<file path="config.mk">
export PLATFORM = sky130hd
export DESIGN_NAME = tcc_timer
export DESIGN_NICKNAME = d
export VERILOG_FILES = /design/src/core/tcc_pkg.sv /design/src/core/tcc_timer.sv
export VERILOG_INCLUDE_DIRS = /design/src /design/src/core
export SDC_FILE = /design/constraint.sdc
export NUM_CORES = 1
export LEC_CHECK = 0
export BUFFER_PORTS_ARGS = -buffer_cell sky130_fd_sc_hd__buf_4
export CAP_MARGIN = 25
export CORE_ASPECT_RATIO = 1.4
export CORE_MARGIN = 3
export CORE_UTILIZATION = 30
export CTS_CLUSTER_SIZE = 24
export DETAILED_ROUTE_END_ITERATION = 16
export MAX_ROUTING_LAYER = met4
export PLACE_DENSITY = 0.58
export SYNTH_ARGS = -nofsm -noshare
export SYNTH_HDL_FRONTEND = slang
export SYNTH_SLANG_ARGS = --single-unit
</file>
<file path="constraint.sdc">
create_clock -name hclk -period 2.3 [get_ports hclk]
set_input_delay 0.345 -clock hclk [delete_from_list [all_inputs] [get_ports hclk]]
set_output_delay 0.345 -clock hclk [all_outputs]
set_load 0.05 [all_outputs]
</file>
<file path="src/core/tcc_params.svh">
// Register offsets, field positions and fixed values of the timer compare unit.
`ifndef TCC_PARAMS_SVH
`define TCC_PARAMS_SVH

`define TCC_ADDR_W 8
`define TCC_OFF_CTRL 8'h00
`define TCC_OFF_COUNT 8'h04
`define TCC_OFF_COMPARE 8'h08
`define TCC_OFF_FLAGS 8'h0C
`define TCC_OFF_STATUS 8'h10

`define TCC_CS_MSB 2
`define TCC_CS_LSB 0
`define TCC_WGM_MSB 4
`define TCC_WGM_LSB 3
`define TCC_COM_MSB 6
`define TCC_COM_LSB 5
`define TCC_FORCE_BIT 7
`define TCC_ASYNC_BIT 8
`define TCC_CMP_IE_BIT 9
`define TCC_OVF_IE_BIT 10
`define TCC_CTRL_W 11
`define TCC_CTRL_MASK 11'h77F
`define TCC_CTRL_RST 11'h000

`define TCC_CMF_BIT 0
`define TCC_OVF_BIT 1
`define TCC_STAT_OC_BIT 8

`define TCC_CS_STOP 3'h0
`define TCC_CS_DIRECT 3'h1
`define TCC_COM_OFF 2'h0
`define TCC_COM_TOGGLE 2'h1
`define TCC_COM_CLEAR 2'h2
`define TCC_COM_SET 2'h3

`define TCC_CNT_MAX 8'hFF
`define TCC_CNT_BOT 8'h00
`define TCC_CNT_ONE 8'h01
`define TCC_BYTE_RST 8'h00
`define TCC_WORD_ZERO 32'h0000_0000
`define TCC_HSIZE_WORD 3'h2

`endif

</file>
<file path="src/core/tcc_pkg.sv">
// Types shared by the timer compare unit.
package tcc_pkg;
  typedef enum logic [1:0] {
    TCC_WG_NORMAL = 2'b00,
    TCC_WG_PC_PWM = 2'b01,
    TCC_WG_CTC = 2'b10,
    TCC_WG_FAST_PWM = 2'b11
  } tcc_wave_mode_t;

  typedef enum logic {
    TCC_DIR_UP = 1'b0,
    TCC_DIR_DOWN = 1'b1
  } tcc_dir_t;
endpackage

</file>
<file path="src/core/tcc_timer.sv">
// Eight-bit counter and output compare unit with an AHB-Lite register slave.
// Summary of operation
// - Comparator flags equality of count and active compare
// - Bottom indicated when count is zero
// - Top/max indicated when count is all ones
// - Mode picks max or compare value as top
// - Tick from io clock, or oscillator when async
// - Each tick clears, increments or decrements count
// - Tick source field zero stops the counter
// - CPU reads and writes count any time
// - CPU count write beats hardware count or clear
// - Waveform mode sets sequence and overflow flag
// - Match sets compare flag on following tick
// - Enabled flag requests interrupt, cleared when serviced
// - Writing one clears compare flag, zero keeps
// - Output derived from match, max, bottom, modes
// - PWM modes double buffer compare, load at top
// - CPU reaches buffer when buffering, else active
// - Force strobe acts like match in non-PWM modes, no flag
// - Count write blocks match on next tick
// - Output register holds value across mode changes
// - Output mode bits take effect immediately
// - Output mode sets next state and pin source
// - Modes: 0 normal,1 phase PWM,2 CTC,3 fast
// - Normal mode wraps, overflow as count hits zero
//
// Chosen here: the register offsets and the AHB-Lite slave port.
`timescale 1ns/1ps
`default_nettype none
`include "tcc_params.svh"

module tcc_timer (
  input wire logic hclk,
  input wire logic hresetn,
  input wire logic hsel,
  input wire logic [31:0] haddr,
  input wire logic [1:0] htrans,
  input wire logic hwrite,
  input wire logic [2:0] hsize,
  input wire logic hready,
  input wire logic [31:0] hwdata,
  output logic hreadyout,
  output logic hresp,
  output logic [31:0] hrdata,
  input wire logic osc_pin_one,
  input wire logic prescaled_tick,
  input wire logic compare_irq_ack,
  input wire logic overflow_irq_ack,
  output logic compare_output,
  output logic compare_port_select,
  output logic compare_irq,
  output logic overflow_irq
);

  logic [`TCC_CTRL_W-1:0] ctrl_q;
  logic [7:0] count_q;
  logic [7:0] count_d;
  logic [7:0] compare_value_q;
  logic [7:0] compare_buf_q;
  logic compare_match_flag_q;
  logic overflow_flag_q;
  logic compare_output_q;
  logic compare_output_d;
  logic block_q;
  tcc_pkg::tcc_dir_t dir_q;
  logic [`TCC_ADDR_W-1:0] addr_q;
  logic wr_pend_q;
  logic [31:0] hrdata_q;
  logic osc_s1_q;
  logic osc_s2_q;
  logic osc_s3_q;

  // Bus slave: every transfer completes with no wait state and an OKAY response.
  assign hreadyout = 1'b1;
  assign hresp = 1'b0;
  assign hrdata = hrdata_q;

  logic take;
  logic wr_ctrl;
  logic wr_count;
  logic wr_compare;
  logic wr_flags;
  assign take = hsel && htrans[1] && hready;
  assign wr_ctrl = wr_pend_q && (addr_q == `TCC_OFF_CTRL);
  assign wr_count = wr_pend_q && (addr_q == `TCC_OFF_COUNT);
  assign wr_compare = wr_pend_q && (addr_q == `TCC_OFF_COMPARE);
  assign wr_flags = wr_pend_q && (addr_q == `TCC_OFF_FLAGS);

  always_ff @(posedge hclk or negedge hresetn) begin
    if (!hresetn) begin
      wr_pend_q <= 1'b0;
      addr_q <= `TCC_OFF_CTRL;
    end else begin
      // Only whole-word writes are accepted; other sizes are ignored.
      wr_pend_q <= take && hwrite && (hsize == `TCC_HSIZE_WORD);
      if (take) begin
        addr_q <= haddr[`TCC_ADDR_W-1:0];
      end
    end
  end

  // Mode decode.
  tcc_pkg::tcc_wave_mode_t mode;
  logic [1:0] com;
  logic [2:0] cs;
  logic pwm_mode;
  assign mode = tcc_pkg::tcc_wave_mode_t'(ctrl_q[`TCC_WGM_MSB:`TCC_WGM_LSB]);
  assign com = ctrl_q[`TCC_COM_MSB:`TCC_COM_LSB];
  assign cs = ctrl_q[`TCC_CS_MSB:`TCC_CS_LSB];
  assign pwm_mode = (mode == tcc_pkg::TCC_WG_PC_PWM) || (mode == tcc_pkg::TCC_WG_FAST_PWM);

  always_ff @(posedge hclk or negedge hresetn) begin
    if (!hresetn) begin
      ctrl_q <= `TCC_CTRL_RST;
    end else if (wr_ctrl) begin
      // The strobe bit is not stored; it always reads as zero.
      ctrl_q <= hwdata[`TCC_CTRL_W-1:0] & `TCC_CTRL_MASK;
    end
  end

  // The oscillator pin is foreign to hclk: two flops, then an edge detector on the second.
  always_ff @(posedge hclk or negedge hresetn) begin
    if (!hresetn) begin
      osc_s1_q <= 1'b0;
      osc_s2_q <= 1'b0;
      osc_s3_q <= 1'b0;
    end else begin
      osc_s1_q <= osc_pin_one;
      osc_s2_q <= osc_s1_q;
      osc_s3_q <= osc_s2_q;
    end
  end

  logic tick;
  logic osc_rise;
  assign osc_rise = osc_s2_q && !osc_s3_q;
  always_comb begin
    if (cs == `TCC_CS_STOP) begin
      tick = 1'b0;
    end else if (ctrl_q[`TCC_ASYNC_BIT]) begin
      tick = osc_rise;
    end else if (cs == `TCC_CS_DIRECT) begin
      tick = 1'b1;
    end else begin
      tick = prescaled_tick;
    end
  end

  // Comparator and extreme-value detectors.
  logic match;
  logic at_max;
  logic at_bot;
  logic hit;
  assign match = (count_q == compare_value_q);
  assign at_max = (count_q == `TCC_CNT_MAX);
  assign at_bot = (count_q == `TCC_CNT_BOT);
  assign hit = tick && match && !block_q;

  // Next count for one tick of the selected sequence.
  always_comb begin
    case (mode)
      tcc_pkg::TCC_WG_NORMAL: count_d = count_q + `TCC_CNT_ONE;
      tcc_pkg::TCC_WG_CTC: count_d = (match && !block_q) ? `TCC_CNT_BOT
                                                         : count_q + `TCC_CNT_ONE;
      tcc_pkg::TCC_WG_FAST_PWM: count_d = count_q + `TCC_CNT_ONE;
      tcc_pkg::TCC_WG_PC_PWM: begin
        if (dir_q == tcc_pkg::TCC_DIR_DOWN) begin
          count_d = at_bot ? count_q + `TCC_CNT_ONE : count_q - `TCC_CNT_ONE;
        end else begin
          count_d = at_max ? count_q - `TCC_CNT_ONE : count_q + `TCC_CNT_ONE;
        end
      end
      default: count_d = count_q;
    endcase
  end

  always_ff @(posedge hclk or negedge hresetn) begin
    if (!hresetn) begin
      count_q <= `TCC_BYTE_RST;
    end else if (wr_count) begin
      count_q <= hwdata[7:0];
    end else if (tick) begin
      count_q <= count_d;
    end
  end

  // The block lasts until the next tick, however long the timer is stopped.
  always_ff @(posedge hclk or negedge hresetn) begin
    if (!hresetn) begin
      block_q <= 1'b0;
    end else if (wr_count) begin
      block_q <= 1'b1;
    end else if (tick) begin
      block_q <= 1'b0;
    end
  end

  always_ff @(posedge hclk or negedge hresetn) begin
    if (!hresetn) begin
      dir_q <= tcc_pkg::TCC_DIR_UP;
    end else if (mode != tcc_pkg::TCC_WG_PC_PWM) begin
      dir_q <= tcc_pkg::TCC_DIR_UP;
    end else if (tick && !wr_count) begin
      if (at_max) begin
        dir_q <= tcc_pkg::TCC_DIR_DOWN;
      end else if (at_bot) begin
        dir_q <= tcc_pkg::TCC_DIR_UP;
      end
    end
  end

  // Compare value: buffered in PWM modes and loaded when the count sits at max.
  always_ff @(posedge hclk or negedge hresetn) begin
    if (!hresetn) begin
      compare_value_q <= `TCC_BYTE_RST;
      compare_buf_q <= `TCC_BYTE_RST;
    end else begin
      if (wr_compare) begin
        compare_buf_q <= hwdata[7:0];
      end
      if (wr_compare && !pwm_mode) begin
        compare_value_q <= hwdata[7:0];
      end else if (pwm_mode && tick && at_max) begin
        compare_value_q <= compare_buf_q;
      end
    end
  end

  // Overflow event per mode.
  logic ovf_ev;
  always_comb begin
    case (mode)
      tcc_pkg::TCC_WG_PC_PWM: ovf_ev = tick && at_bot && (dir_q == tcc_pkg::TCC_DIR_DOWN);
      default: ovf_ev = tick && at_max;
    endcase
  end

  // Flags: a hardware set in the same cycle as a clear wins.
  logic cmf_clr;
  logic ovf_clr;
  assign cmf_clr = (wr_flags && hwdata[`TCC_CMF_BIT]) || compare_irq_ack;
  assign ovf_clr = (wr_flags && hwdata[`TCC_OVF_BIT]) || overflow_irq_ack;

  always_ff @(posedge hclk or negedge hresetn) begin
    if (!hresetn) begin
      compare_match_flag_q <= 1'b0;
    end else if (hit) begin
      compare_match_flag_q <= 1'b1;
    end else if (cmf_clr) begin
      compare_match_flag_q <= 1'b0;
    end
  end

  always_ff @(posedge hclk or negedge hresetn) begin
    if (!hresetn) begin
      overflow_flag_q <= 1'b0;
    end else if (ovf_ev) begin
      overflow_flag_q <= 1'b1;
    end else if (ovf_clr) begin
      overflow_flag_q <= 1'b0;
    end
  end

  assign compare_irq = compare_match_flag_q && ctrl_q[`TCC_CMP_IE_BIT];
  assign overflow_irq = overflow_flag_q && ctrl_q[`TCC_OVF_IE_BIT];

  // Waveform generator. At max equal to compare, the bottom action is applied last,
  // so the fast PWM output stays constant instead of glitching.
  logic force_ev;
  logic [1:0] force_com;
  assign force_com = hwdata[`TCC_COM_MSB:`TCC_COM_LSB];
  assign force_ev = wr_ctrl && hwdata[`TCC_FORCE_BIT] && !hwdata[`TCC_WGM_LSB];

  always_comb begin
    compare_output_d = compare_output_q;
    case (mode)
      tcc_pkg::TCC_WG_FAST_PWM: begin
        if (hit) begin
          if (com == `TCC_COM_TOGGLE) begin
            compare_output_d = !compare_output_q;
          end else if (com == `TCC_COM_CLEAR) begin
            compare_output_d = 1'b0;
          end else if (com == `TCC_COM_SET) begin
            compare_output_d = 1'b1;
          end
        end
        if (tick && at_max) begin
          if (com == `TCC_COM_CLEAR) begin
            compare_output_d = 1'b1;
          end else if (com == `TCC_COM_SET) begin
            compare_output_d = 1'b0;
          end
        end
      end
      tcc_pkg::TCC_WG_PC_PWM: begin
        if (hit && (com == `TCC_COM_CLEAR)) begin
          compare_output_d = (dir_q == tcc_pkg::TCC_DIR_DOWN);
        end else if (hit && (com == `TCC_COM_SET)) begin
          compare_output_d = (dir_q == tcc_pkg::TCC_DIR_UP);
        end
      end
      default: begin
        if (hit) begin
          if (com == `TCC_COM_TOGGLE) begin
            compare_output_d = !compare_output_q;
          end else if (com == `TCC_COM_CLEAR) begin
            compare_output_d = 1'b0;
          end else if (com == `TCC_COM_SET) begin
            compare_output_d = 1'b1;
          end
        end
      end
    endcase
    if (force_ev && (force_com != `TCC_COM_OFF)) begin
      compare_output_d = (force_com == `TCC_COM_TOGGLE) ? !compare_output_q : force_com[0];
    end
  end

  always_ff @(posedge hclk or negedge hresetn) begin
    if (!hresetn) begin
      compare_output_q <= 1'b0;
    end else begin
      compare_output_q <= compare_output_d;
    end
  end

  assign compare_output = compare_output_q;
  // Toggle has no meaning in phase correct PWM, so the pin stays with the port there.
  assign compare_port_select = (com != `TCC_COM_OFF) &&
                               !((mode == tcc_pkg::TCC_WG_PC_PWM) &&
                                 (com == `TCC_COM_TOGGLE));

  // Read data is sampled in the address phase and stands through the data phase.
  logic [31:0] rd_mux;
  always_comb begin
    rd_mux = `TCC_WORD_ZERO;
    case (haddr[`TCC_ADDR_W-1:0])
      `TCC_OFF_CTRL: rd_mux[`TCC_CTRL_W-1:0] = ctrl_q;
      `TCC_OFF_COUNT: rd_mux[7:0] = count_q;
      `TCC_OFF_COMPARE: rd_mux[7:0] = pwm_mode ? compare_buf_q : compare_value_q;
      `TCC_OFF_FLAGS: begin
        rd_mux[`TCC_CMF_BIT] = compare_match_flag_q;
        rd_mux[`TCC_OVF_BIT] = overflow_flag_q;
      end
      `TCC_OFF_STATUS: begin
        rd_mux[7:0] = compare_value_q;
        rd_mux[`TCC_STAT_OC_BIT] = compare_output_q;
      end
      default: rd_mux = `TCC_WORD_ZERO;
    endcase
  end

  always_ff @(posedge hclk or negedge hresetn) begin
    if (!hresetn) begin
      hrdata_q <= `TCC_WORD_ZERO;
    end else if (take && !hwrite) begin
      hrdata_q <= rd_mux;
    end
  end
endmodule

`default_nettype wire

</file>
# Word level (Yosys, flattened, before mapping)
# Index checks and enable logic that the tools add are counted.
# classes
add_sub_neg	2
n_mul	0
div_mod_pow	0
n_lt_le_gt_ge	0
eq_ne	20
shifts	0
muxes	40
bitwise	1
reduce_logical	57
# op_table
op	n
8-bit two-way mux	9
8-bit by 4-bit equality test with 1-bit output, second input constant	4
1-bit logical AND	31
1-bit two-way mux	25
8-bit logical NOT	3
6-bit case mux with 4 select lines	1
8-bit case mux with 3 select lines	1
8-bit by 3-bit equality test with 1-bit output, second input constant	2
2-bit nonzero test	7
2-bit case mux with 5 select lines	1
8-bit by 1-bit adder with 8-bit output, second input constant	1
2-bit equality test, second input constant	4
8-bit by 5-bit equality test with 1-bit output, second input constant	1
8-bit equality test	1
8-bit equality test, second input constant	1
1-bit logical NOT	8
8-bit by 1-bit subtractor with 8-bit output, second input constant	1
2-bit by 1-bit equality test with 1-bit output, second input constant	3
4-bit inequality test, second input constant	1
1-bit case mux with 2 select lines	2
3-bit by 1-bit equality test with 1-bit output, second input constant	1
3-bit by 2-bit equality test with 1-bit output, second input constant	1
3-bit logical NOT	1
1-bit logical OR	3
7 further kinds	7
# totals
register_bits	62
latchBits	0
ram_bits	0
mem_bits_ro	0
mem_count	0

# Depth between registers and ports, before layout
# Gate-level depths: netlist of run 1.
# logic_depth
depth_word	12
depth_mapped	9
mapped_depth_nobuf	8

# Least setup slack after synthesis of run 1
# Ideal clock, no wire load.
# synth_timing
path_type	register to register
start	register count_q[4]
end	register count_q[5]
setup_time_ns	0.077
arrival_time_ns	2.072
t_required_ns	2.223
path_slack_ns	0.150
stages_incl_launch_ff	8
n_path_buf	1
path_cell_list	dfrtp_1 -> buf_6 -> or4_4 -> nor3_4 -> a311o_2 -> a21oi_1 -> or4b_1 -> a21oi_1
# synth_via
elab_chain_len	6
# synth_lines
item	line_no	rtl
start: declaration	tcc_timer.sv:56	logic [7:0] count_q;
start signal: assignment	tcc_timer.sv:179	count_q <= `TCC_BYTE_RST;
start signal: assignment	tcc_timer.sv:181	count_q <= hwdata[7:0];
start signal: assignment	tcc_timer.sv:183	count_q <= count_d;
8-bit by 1-bit adder with 8-bit output (no line), or another cell as far along	--	
8-bit two-way mux (no line) / 1-bit logical AND (equally long branches)	--	
8-bit two-way mux (on tied branches)	--	
8-bit case mux with 3 select lines *	tcc_timer.sv:161	case (mode)
8-bit two-way mux *	tcc_timer.sv:182	end else if (tick) begin
8-bit two-way mux *	tcc_timer.sv:180	end else if (wr_count) begin
# Every way passes the cells marked *; elsewhere a longest branch is shown, timed or not. The select of a mux whose other input is x is not followed.
# A chain may end at the register's enable or synchronous reset.

# Worst setup path after layout of run 1
# Ends and elaborated chain as after synthesis.

==> run metrics, run 1 <==
CTS sink cnt=62; reg2reg setup slack=0.06 ns; GRT Residual Overflow=0; #FFs+latches synth=62; Pleak=between 2 and 2.5 nW; DIE WIDTH=101.7 µm; Sequential Power Share=35.4%; final slew viol count=0; final wirelength=11550 µm; Final TNS setup=0 ns; clk slew on worst S/H paths=about 0.060 ns; status=completed; ys flop type=dfrtp_1; Max-Cap Viols=0; period utilization=a little over nine tenths; Seq/Total Area, Yosys=40.30%; PortBufs=46; synth warn=0; Sw Ratio=33.62%; RD Place Congestion=0.9253; drt via density=5.395; Antenna diodes=0; pwr dens=775.0 mW/mm²; Critical Path End Type=register; Routed WL per cell=18.15 µm; Avg Synthesized Cell Area=9.322 µm²; final instance area=0.004773 mm²; Initial Util=30.97%; crit path kind=register to register; drt pass-1 iters=5; CTS tree=yes; Crit. Startpoint=count_q[4]; htree depth=3; worst slew pin tran=0.7988 ns; min Tclk post-route=2.240 ns; cts hold-fix bufs=0; die height=roughly 140 µm; clock buffer depth=2; Fmax=446.5 MHz; share of layout cells above drive strength 1=between 20% and 30%; startpoint class of the critical path=register; Critical Path AT=around 2.5 ns; mapped cell area=about 0.0038 mm²; row cnt=48; Netlist cell types=64; DRC viols=0; num ports=116; Place WS=0.003961 ns; reg2reg end=count_q[5]; GRT Total Usage=17.19%; P_sw=between 1 and 1.5 mW; Worst Path Max Fanout=6; Clock power frac=a little over a third; Die Area=0.01425 mm²; Mapped Cells=413; DR vias=3431; final worst setup slack=0.06026 ns; largest net degree at the start of global routing=63; Post-synth EDFFs=0; global-route wire length before repair=18440 µm; initial DRC count=263; Reg-to-Reg Start=count_q[4]; R2R depth=6; clock skew after layout=0.007841 ns; core area=0.01243 mm²; Data required, critical path=2.56 ns; type of the tightest min-delay check=input port to asynchronous set/reset pin; # placed instances=just over 600; non-filler cells in the finished layout=between 600 and 700; Logic pwr share=between 20 and 30%; DRT antenna net count=0; Layout Utilization=38.40%; Peak VDD IR=0.3887 mV; final count of negative-setup-slack endpoints=0; CTS Buf Count=9; initial antenna violation count=0; DP Area=0.004451 mm²; ys async rst share=100.0%; DP Wirelength=8621 µm; max_slew headroom=46.75%; area grow syn2layout=23.98%; nets=565; vias in the first global route=3453; clock root cell=clkbuf_16; clk_lat worst skew=0.33 ns; Hold Fails Final Rpt=0; P_int=around 2.5 mW
## critical path: stages, from the launching register on
cell and delay [ns]:
dfrtp_1 0.39, or4_4 0.56, nor3_4 0.35, a311o_2 0.19, a21oi_1 0.05, or4b_1 0.48, a21oi_1 0.14
## flip-flops by register name, summed over array words and instances (netlist names)
register,cells
addr_q,8
block_q,1
compare_buf_q,8
compare_match_flag_q,1
compare_output,1
compare_value_q,8
count_q,8
ctrl_q,10
dir_q,1
hrdata,11
osc_s1_q,1
osc_s2_q,1
osc_s3_q,1
overflow_flag_q,1
wr_pend_q,1
## synth_stat cells (7+ instances only)
cell type,number,share of area (%)
clkbuf_1,16,1.6
nand2_1,36,3.5
xnor2_1,7,1.6
dfrtp_1,62,40
a31oi_1,7,1.1
nor2_1,22,2.1
mux2_2,23,6.7
a21oi_1,11,1.4
xor2_1,8,1.8
nand3_1,13,1.7
nor3_1,14,1.8
inv_1,16,1.6
mux2i_1,15,3.9
buf_4,23,4.5
o21ai_0,32,4.2
## per-layer routing
layer | wire length (µm) | up-vias | global-route usage, %
met3 | 532 | 37 | 2.940
met4 | 543 | 0 | 9.734
met5 | 0 | - | -
li1 | - | 1577 | -
met2 | 5998 | 152 | 27.90
met1 | 4471 | 1665 | 19.75
## placed cells by master (no fill, tap or decap), types with 7 or more instances in the layout
master	n
nand2_1	36
o21ai_0	31
conb_1	23
mux2i_1	15
dfrtp_1	61
a31oi_1	7
clkbuf_16	9
nor3_1	13
nor2_1	22
mux2_2	23
xnor2_1	7
inv_1	16
buf_4	85
xor2_1	8
nand3_1	13
a21oi_1	11
## cell families after synthesis
group                      Yosys count  synth area share (%)
buffers and inverters               65                 9.067
AOI/OAI and AO/OA                   97                 16.80
other                                2                0.1951
muxes                               38                 10.63
adders and majority gates            7                 2.210
DFF                                 62                 40.30
xor gates and xnor gates            15                 3.413
and+or+nand+nor                    127                 17.39
## worst max path at each step
stage,end,depth (start not counted)
6_report,count_q[5],6
3_3_place_gp,count_q[4],6
3_5_place_dp,count_q[4],6
2_1_floorplan,count_q[5],7
4_1_cts,count_q[5],6
5_1_grt,count_q[3],6
## power groups by stage
stage	clock network, mW	registers [mW]	logic (mW)
finish	1.34	1.31	1.05
global route	1.42	1.32	1.14
CTS	1.36	1.31	1.04
detailed placement	0	1.33	1.03
global placement	0	1.32	1.01
floorplan	0	1.28	0.729
## final cells by class
| class | instances | area (µm²) |
|---|---|---|
| Clock inverter | 7 | 65.06 |
| Inverter | 16 | 60.06 |
| Sequential cell | 62 | 1553 |
| Timing Repair Buffer | 85 | 638.1 |
| Fill cell | 1245 | 7659 |
| Tap cell | 150 | 187.7 |
| Clock buffer | 9 | 225.2 |
| Multi-Input combinational cell | 307 | 2044 |
## repair_timing
| action | CTS | global route |
|---|---|---|
| resized for setup | 1 | 6 |
| pin swaps | 0 | 4 |
| setup endpoints to repair | 3 | 14 |
| buffers inserted | 0 | 2 |
## per-stage QoR
step | power (mW) | hold WS, ns
after detailed placement | 2.360 | 0.3380
after global placement | 2.336 | 0.3346
after global routing | 3.878 | 0.1162
after CTS | 3.701 | 0.1145
final | 3.699 | 0.09655
after floorplan | 2.008 | 0.04941
Power figures use the tool's default switching activity.
==> inputs of run 2 (changes only) <==
--- a/config.mk
+++ b/config.mk
@@ -15,6 +15,7 @@
 export DETAILED_ROUTE_END_ITERATION = 16
 export MAX_ROUTING_LAYER = met4
 export PLACE_DENSITY = 0.58
+export REMOVE_ABC_BUFFERS = 1
 export SYNTH_ARGS = -nofsm -noshare
 export SYNTH_HDL_FRONTEND = slang
 export SYNTH_SLANG_ARGS = --single-unit
==> constraint.sdc (replaced) <==
create_clock -name hclk -period 2.4 [get_ports hclk]
set_input_delay 0.36 -clock hclk [delete_from_list [all_inputs] [get_ports hclk]]
set_output_delay 0.36 -clock hclk [all_outputs]
set_load 0.05 [all_outputs]
==> run 2 against run 1 <==
Net effect:
- worst hold slack improved by 0.018 ns
- non-clock buffer count decreased by 7
- critical path depth rose by 1
- largest cell class unchanged
==> run metrics, run 2 (same netlist as run 1, synthesis figures left out) <==
share of layout cells above drive strength 1=between 20% and 30%; critical-path cell list=buf_4, xor2_1, nor4_1, and3b_1, and4_1, o211ai_1, a21boi_0; most common cell after layout, fill and taps aside=buf_4; Data required, critical path=2.65 ns; min Tclk post-route=2.172 ns; type of the tightest min-delay check=input port to asynchronous set/reset pin; period utilization=90.49%; max FFs per register=11; PortBufs=46; Initial Util=30.97%; Pleak=2.209 nW; htree depth=3; num ports=around 120; row cnt=48; DRC viols=0; CTS Buf Count=9; Fmax=460.4 MHz; largest net degree at the start of global routing=63; Peak VDD IR=0.4563 mV; CTS sink cnt=62; RD Place Congestion=0.9099; drt pass-1 iters=6; core area=0.01243 mm²; Final TNS setup=0 ns; Hold Fails Final Rpt=0; CP max-delay cell=dfrtp_1; crit path kind=register to register; GRT Total Usage=roughly 16%; CTS tree=yes; reg2reg setup slack=0.23 ns; clk_lat worst skew=~0.34 ns; final slew viol count=0; max_slew headroom=a little under half; vias in the first global route=3219; DP Wirelength=8517 µm; CP max stage delay=0.43 ns; DR vias=3331; worst slew pin tran=0.8120 ns; final count of negative-setup-slack endpoints=0; initial DRC count=294; die height=140.0 µm; GRT Residual Overflow=0; Max-Cap Viols=0; most frequent cells in the layout=buf_4, dfrtp_1, nand2_1, o21ai_0; clock root cell=clkbuf_16; global-route wire length before repair=17480 µm; DRT antenna net count=0; pwr dens=just under 800 mW/mm²; Antenna diodes=0; RSZ-0062 raised after global routing=no; DIE WIDTH=101.7 µm; startpoint class of the critical path=register; nets=about 560; Routed WL per cell=roughly 18 µm; Post-CTS Repair Setup Buffers=0; Critical Path AT=2.42 ns; drt via density=5.296; Critical Path End Type=register; initial antenna violation count=0; clock buffer depth=2; worst hold slack=between 0.1 and 0.15 ns; clk slew on worst S/H paths=0.06 ns; Die Area=0.01425 mm²; clock skew after layout=between 0.004 and 0.005 ns; Worst Path Max Fanout=7; area grow syn2layout=23.33%; final wirelength=11220 µm; status=completed
## run 2: changes by cell type in the layout (fill, tap and decap cells not counted), sizes merged
cell	before	now
clkinvlp	2	1
clkinv	4	2
inv	16	18
buf	85	78
bufinv	1	2
## run 2: final timing paths
| check | start | end | cells after the start |
|---|---|---|---|
| worst max-delay path | count_q[0] | compare_output | 7 |
| worst min-delay path | hresetn | hrdata[3] | 1 |
| worst max register to register | count_q[0] | compare_output | 7 |
| worst min register to register | osc_s1_q | osc_s2_q | 0 |
| max in group asynchronous | hresetn | ctrl_q[5] | 1 |
| min in group hclk | osc_pin_one | osc_s1_q | 1 |
## run 2: metal layers
layer	wire length, µm	part of all wire [%]	global-route usage, %	vias up
li1	-	-	-	1564
met3	510	4.5	2.242	28
met4	331	3.0	7.353	0
met2	5909	53	27.24	124
met1	4465	40	19.76	1615
met5	0	0	-	-
## run 2: worst max-delay path: cells and delay by family, from the launching register on
kind	cells	cell delay (ns)
AO/OA/AOI/OAI	2	0.27
AND/OR/NAND/NOR	3	1.05
buffers and inverters	1	0.19
XOR/XNOR	1	0.14
flip-flops	1	0.43
## run 2: timing repair
action                                  4_1_cts  5_1_grt
endpoints found under the hold margin         0        0
resized for setup                             0        1
endpoints found under the setup margin        0        7
hold buffers                                  0        0
## run 2: area by class of cell
type,instances,area [µm²]
repair buffers,78,595.6
clock buffers,9,225.2
clock inverters,7,95.09
inverters,16,60.06
fillers,1210,7684
flip-flops and latches,62,1551
multi-input cells,307,2033
well taps,150,187.7
## run 2: metrics by stage
step | instance area [µm²] | power (mW) | instances | setup slack (ns) | util (%)
final | 4748 | 3.647 | 629 | 0.2282 | 38.19
after global routing | 4748 | 3.813 | 629 | 0.04782 | 38.19
after CTS | 4743 | 3.656 | 629 | 0.05000 | 38.15
after detailed placement | 4423 | 2.233 | 613 | 0.07794 | 35.58
after global placement | 4418 | 2.222 | 612 | -0.09178 | 35.54
after floorplan | 3640 | 1.831 | 385 | 0.04327 | -
## run 2: report_power, final
| group | internal, mW | total (mW) | leakage (nW) | switching, mW |
|---|---|---|---|---|
| Sequential | 1.14 | 1.24 | 0.778 | 0.0964 |
| Combinational | 0.401 | 0.988 | 1.27 | 0.587 |
| Clock | 0.912 | 1.42 | 0.156 | 0.508 |
==> inputs of run 3 (changes only) <==
--- a/config.mk
+++ b/config.mk
@@ -8,13 +8,15 @@
 export LEC_CHECK = 0
 export BUFFER_PORTS_ARGS = -buffer_cell sky130_fd_sc_hd__buf_4
 export CAP_MARGIN = 25
+export CELL_PAD_IN_SITES_DETAIL_PLACEMENT = 1
+export CELL_PAD_IN_SITES_GLOBAL_PLACEMENT = 2
 export CORE_ASPECT_RATIO = 1.4
 export CORE_MARGIN = 3
 export CORE_UTILIZATION = 30
 export CTS_CLUSTER_SIZE = 24
 export DETAILED_ROUTE_END_ITERATION = 16
 export MAX_ROUTING_LAYER = met4
-export PLACE_DENSITY = 0.58
+export PLACE_DENSITY = 0.86
 export REMOVE_ABC_BUFFERS = 1
 export SYNTH_ARGS = -nofsm -noshare
 export SYNTH_HDL_FRONTEND = slang
==> run 3 against run 2 <==
Net effect:
- global-route usage rose by 1.7 points
- clock power shrank 19%
- core utilization decreased by 0.45 points
- worst setup slack worse by 0.063 ns
- total power shrank 6.8%
- worst hold slack lost 0.0040 ns
- die area is the same
- sequential power about the same
- flip-flop and latch count unchanged
==> run metrics, run 3 (same netlist as run 1, synthesis figures left out) <==
final slew viol count=0; DP Wirelength=9305 µm; Sw Ratio=33.99%; global-route wire length before repair=19680 µm; Peak VDD IR=0.4492 mV; die height=140.0 µm; Sequential Power Share=36.5%; Pwr Total=3.398 mW; vias in the first global route=between 3000 and 4000; min Tclk post-route=roughly 2.2 ns; CTS Buf Count=9; Hold Fails Final Rpt=0; clock skew after layout=0.007352 ns; Fmax=approximately 450 MHz; core area=0.01243 mm²; Pleak=about 2.2 nW; Max-Cap Viols=0; startpoint class of the critical path=register; fill count=1437; GRT Residual Overflow=0; Initial Util=30.97%; DRC viols=0; Post-CTS Repair Setup Buffers=0; largest net degree at the start of global routing=63; Die Area=0.01425 mm²; DR vias=approximately 3400; R2R depth=6; Routed WL per cell=19.44 µm; Critical Path End Type=register; reg2reg setup slack=0.17 ns; PortBufs=46; RSZ-0062 raised after global routing=no; Data required, critical path=2.65 ns; crit path kind=register to register; max_slew headroom=44.61%; drt pass-1 iters=4; type of the tightest min-delay check=input port to asynchronous set/reset pin; Antenna diodes=0; htree depth=3; initial antenna violation count=0; most frequent cells in the layout=buf_4, dfrtp_1, nand2_1, o21ai_0; status=completed; nets=560; P_sw=1.155 mW; pwr dens=roughly 720 mW/mm²; final count of negative-setup-slack endpoints=0; drt via density=5.395; GRT Total Usage=a little under a fifth; DIE WIDTH=101.7 µm; Final TNS setup=0 ns; num ports=116; CTS tree=yes; most common cell after layout, fill and taps aside=buf_4; period utilization=around 93%; initial DRC count=169; clock buffer depth=2; CTS sink cnt=62; Critical Path AT=2.48 ns; P_int=2.243 mW; final wirelength=12250 µm; DRT antenna net count=0; worst slew pin tran=0.8309 ns; max FFs per register=11; clk slew on worst S/H paths=about 0.06 ns; Clock power frac=33.7%; Worst Path Max Fanout=5; clk_lat worst skew=roughly 0.33 ns; area grow syn2layout=21.87%; row cnt=48; Logic pwr share=between 20% and 30%; RD Place Congestion=0.8908; clock root cell=clkbuf_16; share of layout cells above drive strength 1=26.04%
-- run 3: cell types whose count changed in the layout (fill, tap and decap cells not counted), sizes merged --
cell	delta
buf	+2
inv	-2
clkbuf	+2
clkinvlp	+1
bufinv	-2
-- run 3: worst paths after layout --
kind                                  start                 end
worst max-delay path             count_q[4]          count_q[3]
worst min-delay path                hresetn  compare_value_q[3]
worst max register to register   count_q[4]          count_q[3]
worst min register to register     osc_s1_q            osc_s2_q
max in group asynchronous           hresetn            osc_s2_q
min in group hclk               osc_pin_one            osc_s1_q
-- run 3: metal layers --
layer	up-vias	GRT usage, %	share of wire (%)
met5	-	-	0
met3	40	2.342	2.7
met1	1703	19.54	38
li1	1561	-	-
met4	0	10.71	5.0
met2	95	31.48	54
-- run 3: per-stage QoR --
step	hold slack [ns]	area [µm²]	worst slack [ns]	cells	util [%]
final	0.1105	4692	0.1653	630	37.74
after global placement	0.3344	4428	0.1100	615	35.62
after floorplan	0.06441	3640	0.04327	385	-
after CTS	0.1280	4691	0.1163	630	37.73
after detailed placement	0.3594	4428	0.01542	615	35.62
after global routing	0.1259	4692	0.01239	630	37.74
-- run 3: power groups by stage --
stage	clock (mW)	sequential, mW	combinational (mW)
after floorplan	0	1.31	0.526
final	1.15	1.24	1.01
after global placement	0	1.25	0.978
after CTS	1.18	1.24	1.02
after global routing	1.23	1.25	1.10
after detailed placement	0	1.26	1.00
-- run 3: cell type report --
class | count | area [µm²] | share of cell area [%]
sequential | 62 | 1551 | 33.07
clock buffer | 11 | 232.7 | 4.960
clock inverter | 4 | 25.02 | 0.5333
tap | 150 | 187.7 | 4.000
timing repair buffer | 80 | 600.6 | 12.80
multi-input combinational | 307 | 2034 | 43.36
inverter | 16 | 60.06 | 1.280
-- run 3: timing repair --
action                     4_1_cts  5_1_grt
resized for setup                1        1
hold buffers                     0        0
setup endpoints to repair        2        1
-- run 3: critical path, stage by stage, from the launching register on --
cell and delay, ns:
dfrtp_1 0.38, or4_4 0.57, nor3_4 0.27, o21ai_0 0.25, a2111oi_1 0.41, o21ai_0 0.14
o22ai_1 0.14
